`src/common/probe_latch_pkg.sv`:
```
package probe_latch_pkg;

  ////////////////////////////////////////////////////////////////////////////
  // Widths of the bus and of the captured values
  localparam int unsigned ADDR_W = 16;
  localparam int unsigned DATA_W = 32;
  localparam int unsigned POS_W  = 32;
  localparam int unsigned CNT_W  = 32;
  localparam int unsigned CH_N   = 2;

  ////////////////////////////////////////////////////////////////////////////
  // Register indices, byte address is four times the index
  localparam logic [ADDR_W-1:0] IDX_CONTROL    = 16'h60b8;
  localparam logic [ADDR_W-1:0] IDX_STATUS     = 16'h60b9;
  localparam logic [ADDR_W-1:0] IDX_ONE_RISE_P = 16'h60ba;
  localparam logic [ADDR_W-1:0] IDX_ONE_FALL_P = 16'h60bb;
  localparam logic [ADDR_W-1:0] IDX_TWO_RISE_P = 16'h60bc;
  localparam logic [ADDR_W-1:0] IDX_TWO_FALL_P = 16'h60bd;
  localparam logic [ADDR_W-1:0] IDX_ONE_RISE_C = 16'h60d5;
  localparam logic [ADDR_W-1:0] IDX_ONE_FALL_C = 16'h60d6;
  localparam logic [ADDR_W-1:0] IDX_TWO_RISE_C = 16'h60d7;
  localparam logic [ADDR_W-1:0] IDX_TWO_FALL_C = 16'h60d8;
  localparam logic [ADDR_W-1:0] IDX_POLARITY   = 16'h2007;
  localparam logic [ADDR_W-1:0] IDX_DIN_STATUS = 16'h60fd;

  ////////////////////////////////////////////////////////////////////////////
  // Field positions, per channel byte of control and status, and probe level bits of input status
  localparam int unsigned CH_STRIDE = 8;
  localparam int unsigned CTL_EN    = 0;
  localparam int unsigned CTL_MODE  = 1;
  localparam int unsigned CTL_SRC   = 2;
  localparam int unsigned CTL_RISE  = 4;
  localparam int unsigned CTL_FALL  = 5;
  localparam int unsigned ST_EN     = 0;
  localparam int unsigned ST_RISE   = 1;
  localparam int unsigned ST_FALL   = 2;
  localparam int unsigned DIN_FIRST = 26;
  localparam int unsigned DIN_SECOND = 27;

  ////////////////////////////////////////////////////////////////////////////
  // Reset values and writable masks
  localparam logic [15:0] CONTROL_RESET  = 16'h0000;
  localparam logic [15:0] CONTROL_MASK   = 16'h3737;
  localparam logic [1:0]  POLARITY_RESET = 2'h0;

  ////////////////////////////////////////////////////////////////////////////
  // Bus handshake states
  typedef enum logic [0:0] {
    BUS_IDLE = 1'b0,
    BUS_ACK  = 1'b1
  } bus_state_type;

endpackage : probe_latch_pkg

```
`src/common/reg_access_if.sv`:
```
`timescale 1ns/1ps
`default_nettype none

// Committed register accesses from the bus front end to the register file
interface reg_access_if;
  import probe_latch_pkg::*;
  logic [ADDR_W-1:0] addr;   // Word index of the access
  logic [DATA_W-1:0] wdata;  // Write data
  logic [3:0]        be;     // Byte enables
  logic              wr;     // One-cycle write commit
  logic [DATA_W-1:0] rdata;  // Read value of addr

  modport front (output addr, wdata, be, wr, input rdata);
  modport regs  (input addr, wdata, be, wr, output rdata);
endinterface : reg_access_if

`default_nettype wire

```
`src/verilog/level_sync.sv`:
```
`timescale 1ns/1ps
`default_nettype none

module level_sync #(
  parameter int unsigned W = 3
) (
  input  wire logic         clock_i,  // System clock
  input  wire logic         rst_i,    // Synchronous reset
  input  wire logic [W-1:0] d_i,      // Asynchronous levels
  output logic      [W-1:0] q_o       // Synchronised levels
);

  logic [W-1:0] meta;

  // Two flops, the first read only by the second
  always_ff @(posedge clock_i) begin
    if (rst_i) begin
      meta <= '0;
      q_o  <= '0;
    end else begin
      meta <= d_i;
      q_o  <= meta;
    end
  end

endmodule : level_sync

`default_nettype wire

```
`src/verilog/avalon_front.sv`:
```
`timescale 1ns/1ps
`default_nettype none

module avalon_front (
  input  wire logic                           clock_i,       // System clock
  input  wire logic                           rst_i,         // Synchronous reset
  input  wire logic [probe_latch_pkg::ADDR_W-1:0] address_i, // Word address
  input  wire logic                           read_i,        // Read request
  input  wire logic                           write_i,       // Write request
  input  wire logic [probe_latch_pkg::DATA_W-1:0] writedata_i, // Write data
  input  wire logic [3:0]                     byteenable_i,  // Byte enables
  output logic      [probe_latch_pkg::DATA_W-1:0] readdata_o,  // Read data
  output logic                                waitrequest_o, // Stall
  reg_access_if.front                         rif            // Register side
);
  import probe_latch_pkg::*;

  bus_state_type state;
  bus_state_type next_state;
  wire           req;

  ////////////////////////////////////////////////////////////////////////////
  // Request decode and commit strobe
  assign req        = read_i | write_i;
  assign next_state = (state == BUS_IDLE && req) ? BUS_ACK : BUS_IDLE;
  assign rif.addr   = address_i;
  assign rif.wdata  = writedata_i;
  assign rif.be     = byteenable_i;
  assign rif.wr     = write_i & (state == BUS_ACK);

  // One wait cycle, then a one-cycle acknowledge
  always_ff @(posedge clock_i) begin
    if (rst_i) begin
      state         <= BUS_IDLE;
      waitrequest_o <= 1'b1;
      readdata_o    <= '0;
    end else begin
      state         <= next_state;
      waitrequest_o <= (next_state != BUS_ACK);
      if (state == BUS_IDLE && read_i) begin
        readdata_o <= rif.rdata;
      end
    end
  end

endmodule : avalon_front

`default_nettype wire

```
`src/verilog/probe_position_latch.sv`:
```
// Contract
// Control bit 0 enables channel one, clearing it disables it.
// Bits 1 and 9 pick single-shot (0) or continuous (1) capture.
// Bit 2 picks channel one source: first probe input or index pulse.
// Bit 4 allows rising-edge capture on channel one, else suppressed.
// Bit 5 allows falling-edge capture on channel one, else suppressed.
// Bits 8 to 13 configure channel two the same way.
// Status bits 0 and 8 mirror enables; bit 1 shows rise capture done.
// Status bit 2 shows channel one falling capture done.
// Status bits 9 and 10 show channel two rise and fall captures done.
// Accepted rising event of channel one stores its position.
// Accepted falling event of channel one stores its position.
// Channel two keeps separate rise and fall position registers.
// Each channel counts rise and fall captures separately, readable.
// Single-shot captures only the first trigger until re-armed.
// Software re-arms single-shot by clearing then setting enable.
// Continuous mode captures every trigger, holding until overwritten.
// Continuous mode stays armed with no enable toggle.
// Polarity bits 0 and 1 invert the two probe inputs.
// Changing enable, source or edges clears counters and status flags.
// Probe input levels show in bits 26 and 27 of input status.
// Positions signed 32-bit, counters unsigned 32-bit, all reset zero.
// A capture bumps its counter and sets its flag with the position.
// Inputs synchronised first; position sampled at the detected edge.
`timescale 1ns/1ps
`default_nettype none

module probe_position_latch (
  input  wire logic                               clock_i,       // 10 MHz clock
  input  wire logic                               rst_i,         // Sync reset
  input  wire logic [probe_latch_pkg::ADDR_W-1:0] address_i,     // Word address
  input  wire logic                               read_i,        // Bus read
  input  wire logic                               write_i,       // Bus write
  input  wire logic [probe_latch_pkg::DATA_W-1:0] writedata_i,   // Write data
  input  wire logic [3:0]                         byteenable_i,  // Byte lanes
  output logic      [probe_latch_pkg::DATA_W-1:0] readdata_o,    // Read data
  output logic                                    waitrequest_o, // Bus stall
  input  wire logic                               probe_input_first_i,  // Pin
  input  wire logic                               probe_input_second_i, // Pin
  input  wire logic                               index_pulse_i, // Encoder index
  input  wire logic [probe_latch_pkg::POS_W-1:0]  position_i     // Feedback
);
  import probe_latch_pkg::*;

  ////////////////////////////////////////////////////////////////////////////
  // Bus front end

  reg_access_if rif ();

  avalon_front u_front (
    .clock_i       (clock_i),
    .rst_i         (rst_i),
    .address_i     (address_i),
    .read_i        (read_i),
    .write_i       (write_i),
    .writedata_i   (writedata_i),
    .byteenable_i  (byteenable_i),
    .readdata_o    (readdata_o),
    .waitrequest_o (waitrequest_o),
    .rif           (rif)
  );

  ////////////////////////////////////////////////////////////////////////////
  // Address decode

  wire hit_control;
  wire hit_status;
  wire hit_one_rise_p;
  wire hit_one_fall_p;
  wire hit_two_rise_p;
  wire hit_two_fall_p;
  wire hit_one_rise_c;
  wire hit_one_fall_c;
  wire hit_two_rise_c;
  wire hit_two_fall_c;
  wire hit_polarity;
  wire hit_din_status;

  // Word index match, shared by the write and read paths
  function automatic logic addr_is(input logic [ADDR_W-1:0] addr,
                                   input logic [ADDR_W-1:0] idx);
    return addr == idx;
  endfunction : addr_is

  // One hit per register index
  assign hit_control    = addr_is(rif.addr, IDX_CONTROL);
  assign hit_status     = addr_is(rif.addr, IDX_STATUS);
  assign hit_one_rise_p = addr_is(rif.addr, IDX_ONE_RISE_P);
  assign hit_one_fall_p = addr_is(rif.addr, IDX_ONE_FALL_P);
  assign hit_two_rise_p = addr_is(rif.addr, IDX_TWO_RISE_P);
  assign hit_two_fall_p = addr_is(rif.addr, IDX_TWO_FALL_P);
  assign hit_one_rise_c = addr_is(rif.addr, IDX_ONE_RISE_C);
  assign hit_one_fall_c = addr_is(rif.addr, IDX_ONE_FALL_C);
  assign hit_two_rise_c = addr_is(rif.addr, IDX_TWO_RISE_C);
  assign hit_two_fall_c = addr_is(rif.addr, IDX_TWO_FALL_C);
  assign hit_polarity   = addr_is(rif.addr, IDX_POLARITY);
  assign hit_din_status = addr_is(rif.addr, IDX_DIN_STATUS);

  ////////////////////////////////////////////////////////////////////////////
  // Input synchronisers

  logic [2:0] pin_sync;
  wire  [1:0] ext_level;
  wire        index_level;

  level_sync #(.W(3)) u_sync (
    .clock_i (clock_i),
    .rst_i   (rst_i),
    .d_i     ({index_pulse_i, probe_input_second_i, probe_input_first_i}),
    .q_o     (pin_sync)
  );

  // Synchronised physical levels
  assign ext_level   = pin_sync[1:0];
  assign index_level = pin_sync[2];

  ////////////////////////////////////////////////////////////////////////////
  // Software registers

  logic [15:0] control;
  logic [1:0]  polarity;

  wire sel_control;
  wire sel_polarity;

  // Write decode
  assign sel_control  = rif.wr && hit_control;
  assign sel_polarity = rif.wr && hit_polarity;

  // Control word, low two byte lanes, reserved bits kept zero
  always_ff @(posedge clock_i) begin
    if (rst_i) begin
      control <= CONTROL_RESET;
    end else if (sel_control) begin
      if (rif.be[0]) begin
        control[7:0] <= rif.wdata[7:0] & CONTROL_MASK[7:0];
      end
      if (rif.be[1]) begin
        control[15:8] <= rif.wdata[15:8] & CONTROL_MASK[15:8];
      end
    end
  end

  // Probe polarity, lane zero only
  always_ff @(posedge clock_i) begin
    if (rst_i) begin
      polarity <= POLARITY_RESET;
    end else if (sel_polarity && rif.be[0]) begin
      polarity <= rif.wdata[1:0];
    end
  end

  ////////////////////////////////////////////////////////////////////////////
  // Capture channels

  logic        [CNT_W-1:0] rise_count [CH_N];
  logic        [CNT_W-1:0] fall_count [CH_N];
  logic signed [POS_W-1:0] rise_pos   [CH_N];
  logic signed [POS_W-1:0] fall_pos   [CH_N];
  logic        [CH_N-1:0]  rise_done;
  logic        [CH_N-1:0]  fall_done;
  wire         [CH_N-1:0]  ch_enable;

  genvar c;
  generate
    for (c = 0; c < CH_N; c++) begin : g_ch
      wire [7:0] cfg;
      wire       enable;
      wire       continuous;
      wire       use_index;
      wire       rise_allow;
      wire       fall_allow;
      wire [3:0] watched;
      wire       cfg_change;
      wire       level;
      wire       rise_edge;
      wire       fall_edge;
      wire       rise_take;
      wire       fall_take;
      logic      prev_level;
      logic      prev_index;
      logic [3:0] watched_q;

      // Channel fields of the control word
      assign cfg        = control[c*CH_STRIDE +: 8];
      assign enable     = cfg[CTL_EN];
      assign continuous = cfg[CTL_MODE];
      assign use_index  = cfg[CTL_SRC];
      assign rise_allow = cfg[CTL_RISE];
      assign fall_allow = cfg[CTL_FALL];
      assign ch_enable[c] = enable;

      // Settings whose change restarts the channel
      assign watched    = {fall_allow, rise_allow, use_index, enable};
      assign cfg_change = (watched != watched_q);

      // Source select after optional inversion of the probe pin
      assign level = use_index ? index_level
                               : (ext_level[c] ^ polarity[c]);

      // Edges, none in the cycle the source is switched
      assign rise_edge = level & ~prev_level & (use_index == prev_index);
      assign fall_edge = ~level & prev_level & (use_index == prev_index);

      // Accepted events; single-shot waits for its flag to clear
      assign rise_take = enable & rise_allow & rise_edge
                       & (continuous | ~rise_done[c] | cfg_change);
      assign fall_take = enable & fall_allow & fall_edge
                       & (continuous | ~fall_done[c] | cfg_change);

      // Edge detector history and watched settings
      always_ff @(posedge clock_i) begin
        if (rst_i) begin
          prev_level <= 1'b0;
          prev_index <= 1'b0;
          watched_q  <= 4'h0;
        end else begin
          prev_level <= level;
          prev_index <= use_index;
          watched_q  <= watched;
        end
      end

      // Latched positions, held until the next accepted edge
      always_ff @(posedge clock_i) begin
        if (rst_i) begin
          rise_pos[c] <= '0;
          fall_pos[c] <= '0;
        end else begin
          if (rise_take) begin
            rise_pos[c] <= position_i;
          end
          if (fall_take) begin
            fall_pos[c] <= position_i;
          end
        end
      end

      // Counters and executed flags; a capture wins over the restart
      always_ff @(posedge clock_i) begin
        if (rst_i) begin
          rise_count[c] <= '0;
          fall_count[c] <= '0;
          rise_done[c]  <= 1'b0;
          fall_done[c]  <= 1'b0;
        end else begin
          rise_done[c] <= (rise_done[c] & ~cfg_change) | rise_take;
          fall_done[c] <= (fall_done[c] & ~cfg_change) | fall_take;
          if (cfg_change) begin
            rise_count[c] <= CNT_W'(rise_take);
            fall_count[c] <= CNT_W'(fall_take);
          end else begin
            rise_count[c] <= rise_count[c] + CNT_W'(rise_take);
            fall_count[c] <= fall_count[c] + CNT_W'(fall_take);
          end
        end
      end
    end
  endgenerate

  ////////////////////////////////////////////////////////////////////////////
  // Readable state

  wire [15:0]       status;
  wire [DATA_W-1:0] din_status;

  // Status word per channel byte
  assign status = {5'h0, fall_done[1], rise_done[1], ch_enable[1],
                   5'h0, fall_done[0], rise_done[0], ch_enable[0]};

  // Probe levels as seen at the pins
  assign din_status = {4'h0, ext_level[1], ext_level[0], 26'h0};

  // Read decode, unmapped indices read zero
  assign rif.rdata =
    hit_control    ? {16'h0, control}     :
    hit_status     ? {16'h0, status}      :
    hit_one_rise_p ? DATA_W'(rise_pos[0]) :
    hit_one_fall_p ? DATA_W'(fall_pos[0]) :
    hit_two_rise_p ? DATA_W'(rise_pos[1]) :
    hit_two_fall_p ? DATA_W'(fall_pos[1]) :
    hit_one_rise_c ? rise_count[0]        :
    hit_one_fall_c ? fall_count[0]        :
    hit_two_rise_c ? rise_count[1]        :
    hit_two_fall_c ? fall_count[1]        :
    hit_polarity   ? {30'h0, polarity}    :
    hit_din_status ? din_status           :
                     {DATA_W{1'b0}};

endmodule : probe_position_latch

`default_nettype wire

```
`config.mk`:
```
export PLATFORM = sky130hd
export DESIGN_NAME = probe_position_latch
export DESIGN_NICKNAME = d
export VERILOG_FILES = /design/src/common/probe_latch_pkg.sv /design/src/common/reg_access_if.sv /design/src/verilog/level_sync.sv /design/src/verilog/avalon_front.sv /design/src/verilog/probe_position_latch.sv
export SDC_FILE = /design/constraint.sdc
export NUM_CORES = 1
export LEC_CHECK = 0
export BUFFER_PORTS_ARGS = -buffer_cell sky130_fd_sc_hd__buf_2
export CAP_MARGIN = 10
export CORE_ASPECT_RATIO = 1.75
export CORE_MARGIN = 2
export CORE_UTILIZATION = 45
export DETAILED_ROUTE_END_ITERATION = 8
export SLEW_MARGIN = 20
export SYNTH_ARGS = -nofsm -noshare
export SYNTH_HDL_FRONTEND = slang
export SYNTH_SLANG_ARGS = --single-unit
```
`constraint.sdc`:
```
create_clock -name clock_i -period 6.55 [get_ports clock_i]
set_clock_uncertainty 0.1 [all_clocks]
set_input_delay 0.3275 -clock clock_i [delete_from_list [all_inputs] [get_ports clock_i]]
set_output_delay 0.3275 -clock clock_i [all_outputs]
set_load 0.01 [all_outputs]
```
==> impl_metrics.tcl, run 1 <==
set metrics [dict create \
    hold_path.startpoint "address_i[3]" \
    crit_type "reg2reg" \
    p_per_area_nw_per_um2 236 \
    nets 1933 \
    yosys.area_share.simple_pct 23.8 \
    layout_common_cells "edfxtp_1, nor2_1, and2_1" \
    synth.avg_cell_area_um2 10.4 \
    synth_edf_count 256 \
    num_vias 12800 \
    io_pins 124 \
    period_minus_slack_ns 4.00 \
    layout_setup_ws_ns 2.55 \
    postRouteAntennaNets 0 \
    cts_resized 0 \
    path_clk_slew_ns 0.07 \
    p_total_w 0.00459 \
    synth_adder_area_share_pct 0.607 \
    dp_hpwl_um 32900 \
    rsz0062_at_grt "false" \
    drive_above_1_share_pct 11.5 \
    critPathMaxFanout 6 \
    period_share_pct 61.0 \
    rrSetupSlack_ns 2.55 \
    cts_buffers 31 \
    critPathMaxStageDelay_ns 0.97 \
    cp-end-kind "flip-flop" \
    synthArstFlopShare_pct 0 \
    yosysSeqAreaShare_pct 54.6 \
    placed_cells 2224 \
    tns_ns 0 \
    synth.area.top_cells "edfxtp_1, dfxtp_1, and2_1" \
    final-hold-violation-count 0 \
    drtIter0Drc 762 \
    synth_compound_area_share_pct 10.1 \
    status "complete, no violations" \
    finalSetupViolCount 0 \
    grt_max_degree 77 \
    arrival_ns 4.20 \
    slew_violations 0 \
    synth_top_family_by_area "simple AND/OR/NAND/NOR gates" \
    mostFrequentLayoutCell "edfxtp_1" \
    syn2layout_area_growth_pct 18.0 \
    start_util_pct 45.8 \
    rows 92 \
    clkLatencyLatePin_ns 0.58 \
    whs_endpoint "u_front.readdata_o[29]" \
    numPortBuffers 99 \
    htreeDepth 1 \
    grt_antenna_before_repair 3 \
    reg2reg_depth 12 \
    cts-root-buf "clkbuf_16" \
    core_um2 36000 \
    worstReg2RegStart "control[10]" \
    first_global_vias 12800 \
    drv_cap 0 \
    worstHoldPathType "in2reg" \
    critPathRequiredTime_ns 6.76 \
    tightest_slew_ns 1.17 \
    fin_hold_ws_ns 0.189 \
    finalWirelength_um 48000 \
    ys.flop_type "edfxtp_1" \
    peakVddDrop_uv 231 \
    critPathTopFamily "simple AND/OR/NAND/NOR gates" \
    fp.dieW_um 149 \
    crit_buf_inv 0 \
    routed_via_density 5.49 \
    synth_top_area_share_pct 46.6 \
    die_h_um 257 \
    grt_use_total_pct 25.1 \
    cpMaxStageDelayCell "nor4_1" \
    grt_remaining_overflow 0 \
    first_pass_iters 5 \
    leakage_nw 7.18 \
    min_path_cells 4 \
    cts_tree "yes" \
    startpoint "control[10]" \
    start_kind "flip-flop" \
    dieArea_um2 38300 \
    yosys.area.top_type "edfxtp_1" \
    post-place-ws_ns 2.56 \
    wl_per_cell_um 20.6 \
    globalplace.congestion 0.859 \
    worstReg2RegEnd "rise_count[1][30]" \
    crit_path_frequent_cell "ha_1" \
    synthMuxAreaShare_pct 1.63 \
    synth_xor_area_share_pct 6.48 \
    crit_chain "xnor2_1 > and2_1 > nand4bb_1 > o21ba_2 > ha_1 > ha_1 > nand2_1 > nor4_1 > and2_0 > nand3_1 > xor2_1 > nor2_1" \
    synth.distinct_cells 74 \
    yosys_warnings 0 \
    fmax_mhz 250 \
    layoutNonFillerInstCount 2331 \
    drcViolationCount 0 \
    clock-sinks 322 \
    syn_inst 1592 \
    grt_pass1_wl_um 73300 \
    ys_seq_elements 322 \
    slew_headroom_pct 22.1 \
    syn-cell-area_um2 16500 \
    ctsLongestPathBuffers 3 \
]
## cell type report
type                    instances  area (µm²)
fillers                      3289       16600
clock buffers                  44         927
repair buffers                166        1120
diodes                          2        5.00
flip-flops and latches        322        9010
well taps                     470         588
inverters                      22        82.6
clock inverters                14         180
multi-input cells            1291        7560
## cells by family (layout without fill, tap and decap cells)
kind of cell,count (synthesis),in the layout
adder cells (fa/ha/maj),8,8
other,1,130
XOR/XNOR,122,122
buffers and inverters,106,246
AND/OR/NAND/NOR,737,737
flip-flops,322,322
multiplexers,26,26
AO/OA/AOI/OAI,270,270
## registers in the layout, summed over array words and instances, names as in the netlist
name,flops
u_front.waitrequest_o,1
u_front.state,1
u_sync.meta,3
fall_count,64
rise_done,2
fall_pos,64
u_sync.q_o,3
g_ch.prev_level,2
rise_count,64
control,10
g_ch.watched_q,8
u_front.readdata_o,32
rise_pos,64
fall_done,2
polarity,2
## cell usage after synthesis (all sizes together) (8+ instances only)
master and instances:
clkbuf 60, edfxtp 256, and2 147, o21ai 61, nand3 48, xor2 67, nor2 208, nand2b 14
dfxtp 66, a21oi 108, nand4 53, nand2 116, nor4 21, nor2b 21, a211oi 23, and3 17
ha 8, xnor2 55, nor3 27, mux2i 19, buf 24, or3 27, o22ai 9, and4 18
inv 22, a2bb2oi 15
## power breakdown
group	switching [W]	total [W]	internal (W)	leakage (nW)
sequential	0.0000694	0.00236	0.00229	3.17
combinational	0.000179	0.000282	0.000102	3.48
clock	0.000807	0.00195	0.00114	0.540
total	0.00106	0.00459	0.00354	7.18
## how the worst max path moves through the flow
| stage | depth (start not counted) | slack (ns) | endpoint |
|---|---|---|---|
| after floorplan | 14 | 3.51 | fall_count[1][22] |
| after global placement | 12 | 2.60 | rise_count[1][28] |
| after detailed placement | 12 | 2.56 | rise_count[1][30] |
| after CTS | 12 | 2.55 | rise_count[1][30] |
| after global routing | 12 | 2.40 | fall_count[1][30] |
| final | 12 | 2.55 | rise_count[1][30] |
## metrics by stage
step                util [%]  area (µm²)
floorplan                  -       17000
global placement        49.6       17900
detailed placement      49.6       17900
CTS                     54.0       19500
global route            54.0       19500
finish                  54.0       19500
## tightest hold or removal path: cells and delay by family
family,cells,cell delay [ns]
buf+inv,1,0.17
compound gates,2,0.23
simple gates,1,0.10
## layer usage
layer	up-vias	wire length, µm	share of wire [%]	track usage (%)
met5	-	13	0.027	0
met4	2	1530	3.2	8.92
met3	88	2050	4.3	2.98
met2	317	25800	54	47.2
met1	6287	18600	39	29.0
li1	6094	-	-	-
## repair_timing
| action | in CTS | in global routing |
|---|---|---|
| hold endpoints to repair | 144 | 0 |
| hold buffers | 47 | 0 |
| buffers inserted | 0 | 0 |
Note: power is estimated with default switching activity, not from simulation.
==> run 2, diff against run 1 <==
==> constraint.sdc (replaced) <==
create_clock -name clock_i -period 3.25 [get_ports clock_i]
set_clock_uncertainty 0.1 [all_clocks]
set_input_delay 0.1625 -clock clock_i [delete_from_list [all_inputs] [get_ports clock_i]]
set_output_delay 0.1625 -clock clock_i [all_outputs]
set_load 0.01 [all_outputs]
==> run 2 against run 1 <==
Maximum frequency grew 28%. Core utilization grew 1.3 points. Highest routed layer unchanged. Via count up 2.7%. Worst setup slack lost 2.4 ns. Clock power increased by 85%.
==> impl_metrics.tcl, run 2 (synthesized netlist as in run 1, its figures left out) <==
set metrics [dict create \
    grt_pass1_wl_um 75600 \
    grt_max_degree 44 \
    cpMaxStageDelayCell "dfxtp_1" \
    cts_buffers 31 \
    routed_via_density 5.49 \
    swShare_pct 23.9 \
    fin_hold_ws_ns 0.0434 \
    status "complete, no violations" \
    p_comb_share_pct 6.6 \
    slew_headroom_pct 34.6 \
    grt_remaining_overflow 0 \
    critPathMaxStageDelay_ns 0.32 \
    critPathTopFamily "simple AND/OR/NAND/NOR gates" \
    first_pass_iters 5 \
    numPortBuffers 99 \
    clock-sinks 322 \
    wl_per_cell_um 20.6 \
    finalWirelength_um 49300 \
    placed_cells 2283 \
    path_clk_slew_ns 0.07 \
    rows 92 \
    n_fill_cell 3234 \
    die_h_um 257 \
    arrival_ns 3.37 \
    postRouteAntennaNets 0 \
    crit_type "reg2reg" \
    peakVddDrop_uv 421 \
    globalplace.congestion 0.844 \
    dp_hpwl_um 35100 \
    start_util_pct 45.8 \
    slew_violations 0 \
    period_share_pct 96.3 \
    p_per_area_nw_per_um2 449 \
    fp.dieW_um 149 \
    final-hold-violation-count 0 \
    leakage_nw 7.45 \
    nets 1995 \
    crit_buf_inv 4 \
    drive_above_1_share_pct 14.7 \
    critPathRequiredTime_ns 3.49 \
    grt_antenna_before_repair 2 \
    crit_path_frequent_cell "buf_4" \
    switching_power_w 0.00214 \
    mostFrequentLayoutCell "edfxtp_1" \
    power_frac_clock_pct 40.2 \
    crit_chain "xor2_1 > mux2i_1 > nand4_1 > o21bai_4 > inv_1 > ha_4 > buf_4 > nand2_1 > nor4_2 > buf_4 > nor4b_2 > buf_4 > nand4_1 > mux2_2" \
    period_minus_slack_ns 3.13 \
    cts_tree "yes" \
    first_global_vias 13300 \
    grt_use_total_pct 25.9 \
    rsz0062_at_grt "false" \
    htreeDepth 1 \
    post-place-ws_ns 0.0236 \
    layoutNonFillerInstCount 2392 \
    cp-end-kind "flip-flop" \
    tns_ns 0 \
    fmax_mhz 319 \
    num_vias 13100 \
    start_kind "flip-flop" \
    p_int_w 0.00682 \
    io_pins 124 \
    layout_setup_ws_ns 0.120 \
    drtIter0Drc 825 \
    cts-root-buf "clkbuf_16" \
    syn2layout_area_growth_pct 20.9 \
    core_um2 36000 \
    ctsLongestPathBuffers 3 \
    drcViolationCount 0 \
    layout_common_cells "edfxtp_1, nor2_1, and2_1" \
    worstHoldPathType "in2reg" \
    tightest_slew_ns 0.977 \
    finalSetupViolCount 0 \
    seq_power_share_pct 53.1 \
    critPathMaxFanout 5 \
    clkLatencyLatePin_ns 0.59 \
    dieArea_um2 38300 \
    drv_cap 0 \
]
[run 2: changes by cell type in the layout (fill, tap and decap cells not counted), sizes merged]
cell and delta:
buf +60, clkinv +4, bufinv -3, dlygate4sd3 +2
clkbuf -1, clkinvlp +1, diode -1, inv -1
[run 2: final timing paths]
kind	from	end	slack, ns	cells after the start
max	u_sync.q_o[1]	fall_count[1][31]	0.12	14
min	address_i[5]	u_front.readdata_o[29]	0.04	4
max reg2reg	u_sync.q_o[1]	fall_count[1][31]	0.12	14
min reg2reg	fall_pos[0][21]	u_front.readdata_o[21]	0.36	2
[run 2: per-stage QoR]
stage          total power, W  instance area, µm²  util (%)
6_report              0.00896               19900      55.4
5_1_grt               0.00924               19900      55.4
4_1_cts               0.00901               19900      55.1
3_5_place_dp          0.00539               18400      51.0
3_3_place_gp          0.00537               18400      51.0
2_1_floorplan         0.00513               17000         -
[run 2: timing repair]
action                                  4_1_cts  5_1_grt
hold endpoints to repair                    151        0
endpoints found under the setup margin        0       27
resized for setup                             0       15
setup buffers                                 0        1
hold buffers                                 49        0
[run 2: power by group through the flow]
stage	sequential, W	clock (W)	combinational, W
5_1_grt	0.00478	0.00381	0.000653
2_1_floorplan	0.00480	0	0.000330
6_report	0.00476	0.00360	0.000596
4_1_cts	0.00476	0.00366	0.000590
3_5_place_dp	0.00485	0	0.000542
3_3_place_gp	0.00484	0	0.000533
[run 2: metal layers]
layer  vias to the layer above  share of wire, %  GRT usage (%)
met5                         -             0.026              0
met3                       112               4.4           3.16
li1                       6221                 -              -
met1                      6446                37           28.6
met4                         2               3.7           10.4
met2                       352                55           49.3
[run 2: worst register-to-register path: cells and delay by family, from the launching register on]
kind / cells / cell delay (ns)
and+or+nand+nor: 5 / 0.83
AOI/OAI and AO/OA: 1 / 0.21
muxes: 2 / 0.51
buffers and inverters: 4 / 0.60
adders and majority gates: 1 / 0.14
DFF: 1 / 0.32
xor gates and xnor gates: 1 / 0.18
[run 2: layout make-up]
class                   instances  area, µm²  area share [%]
diodes                          1       2.50          0.0125
well taps                     470        588            2.95
clock buffers                  43        881            4.42
repair buffers                228       1650            8.27
flip-flops and latches        322       9010            45.2
multi-input cells            1291       7610            38.2
clock inverters                15        123           0.615
inverters                      22       82.6           0.414
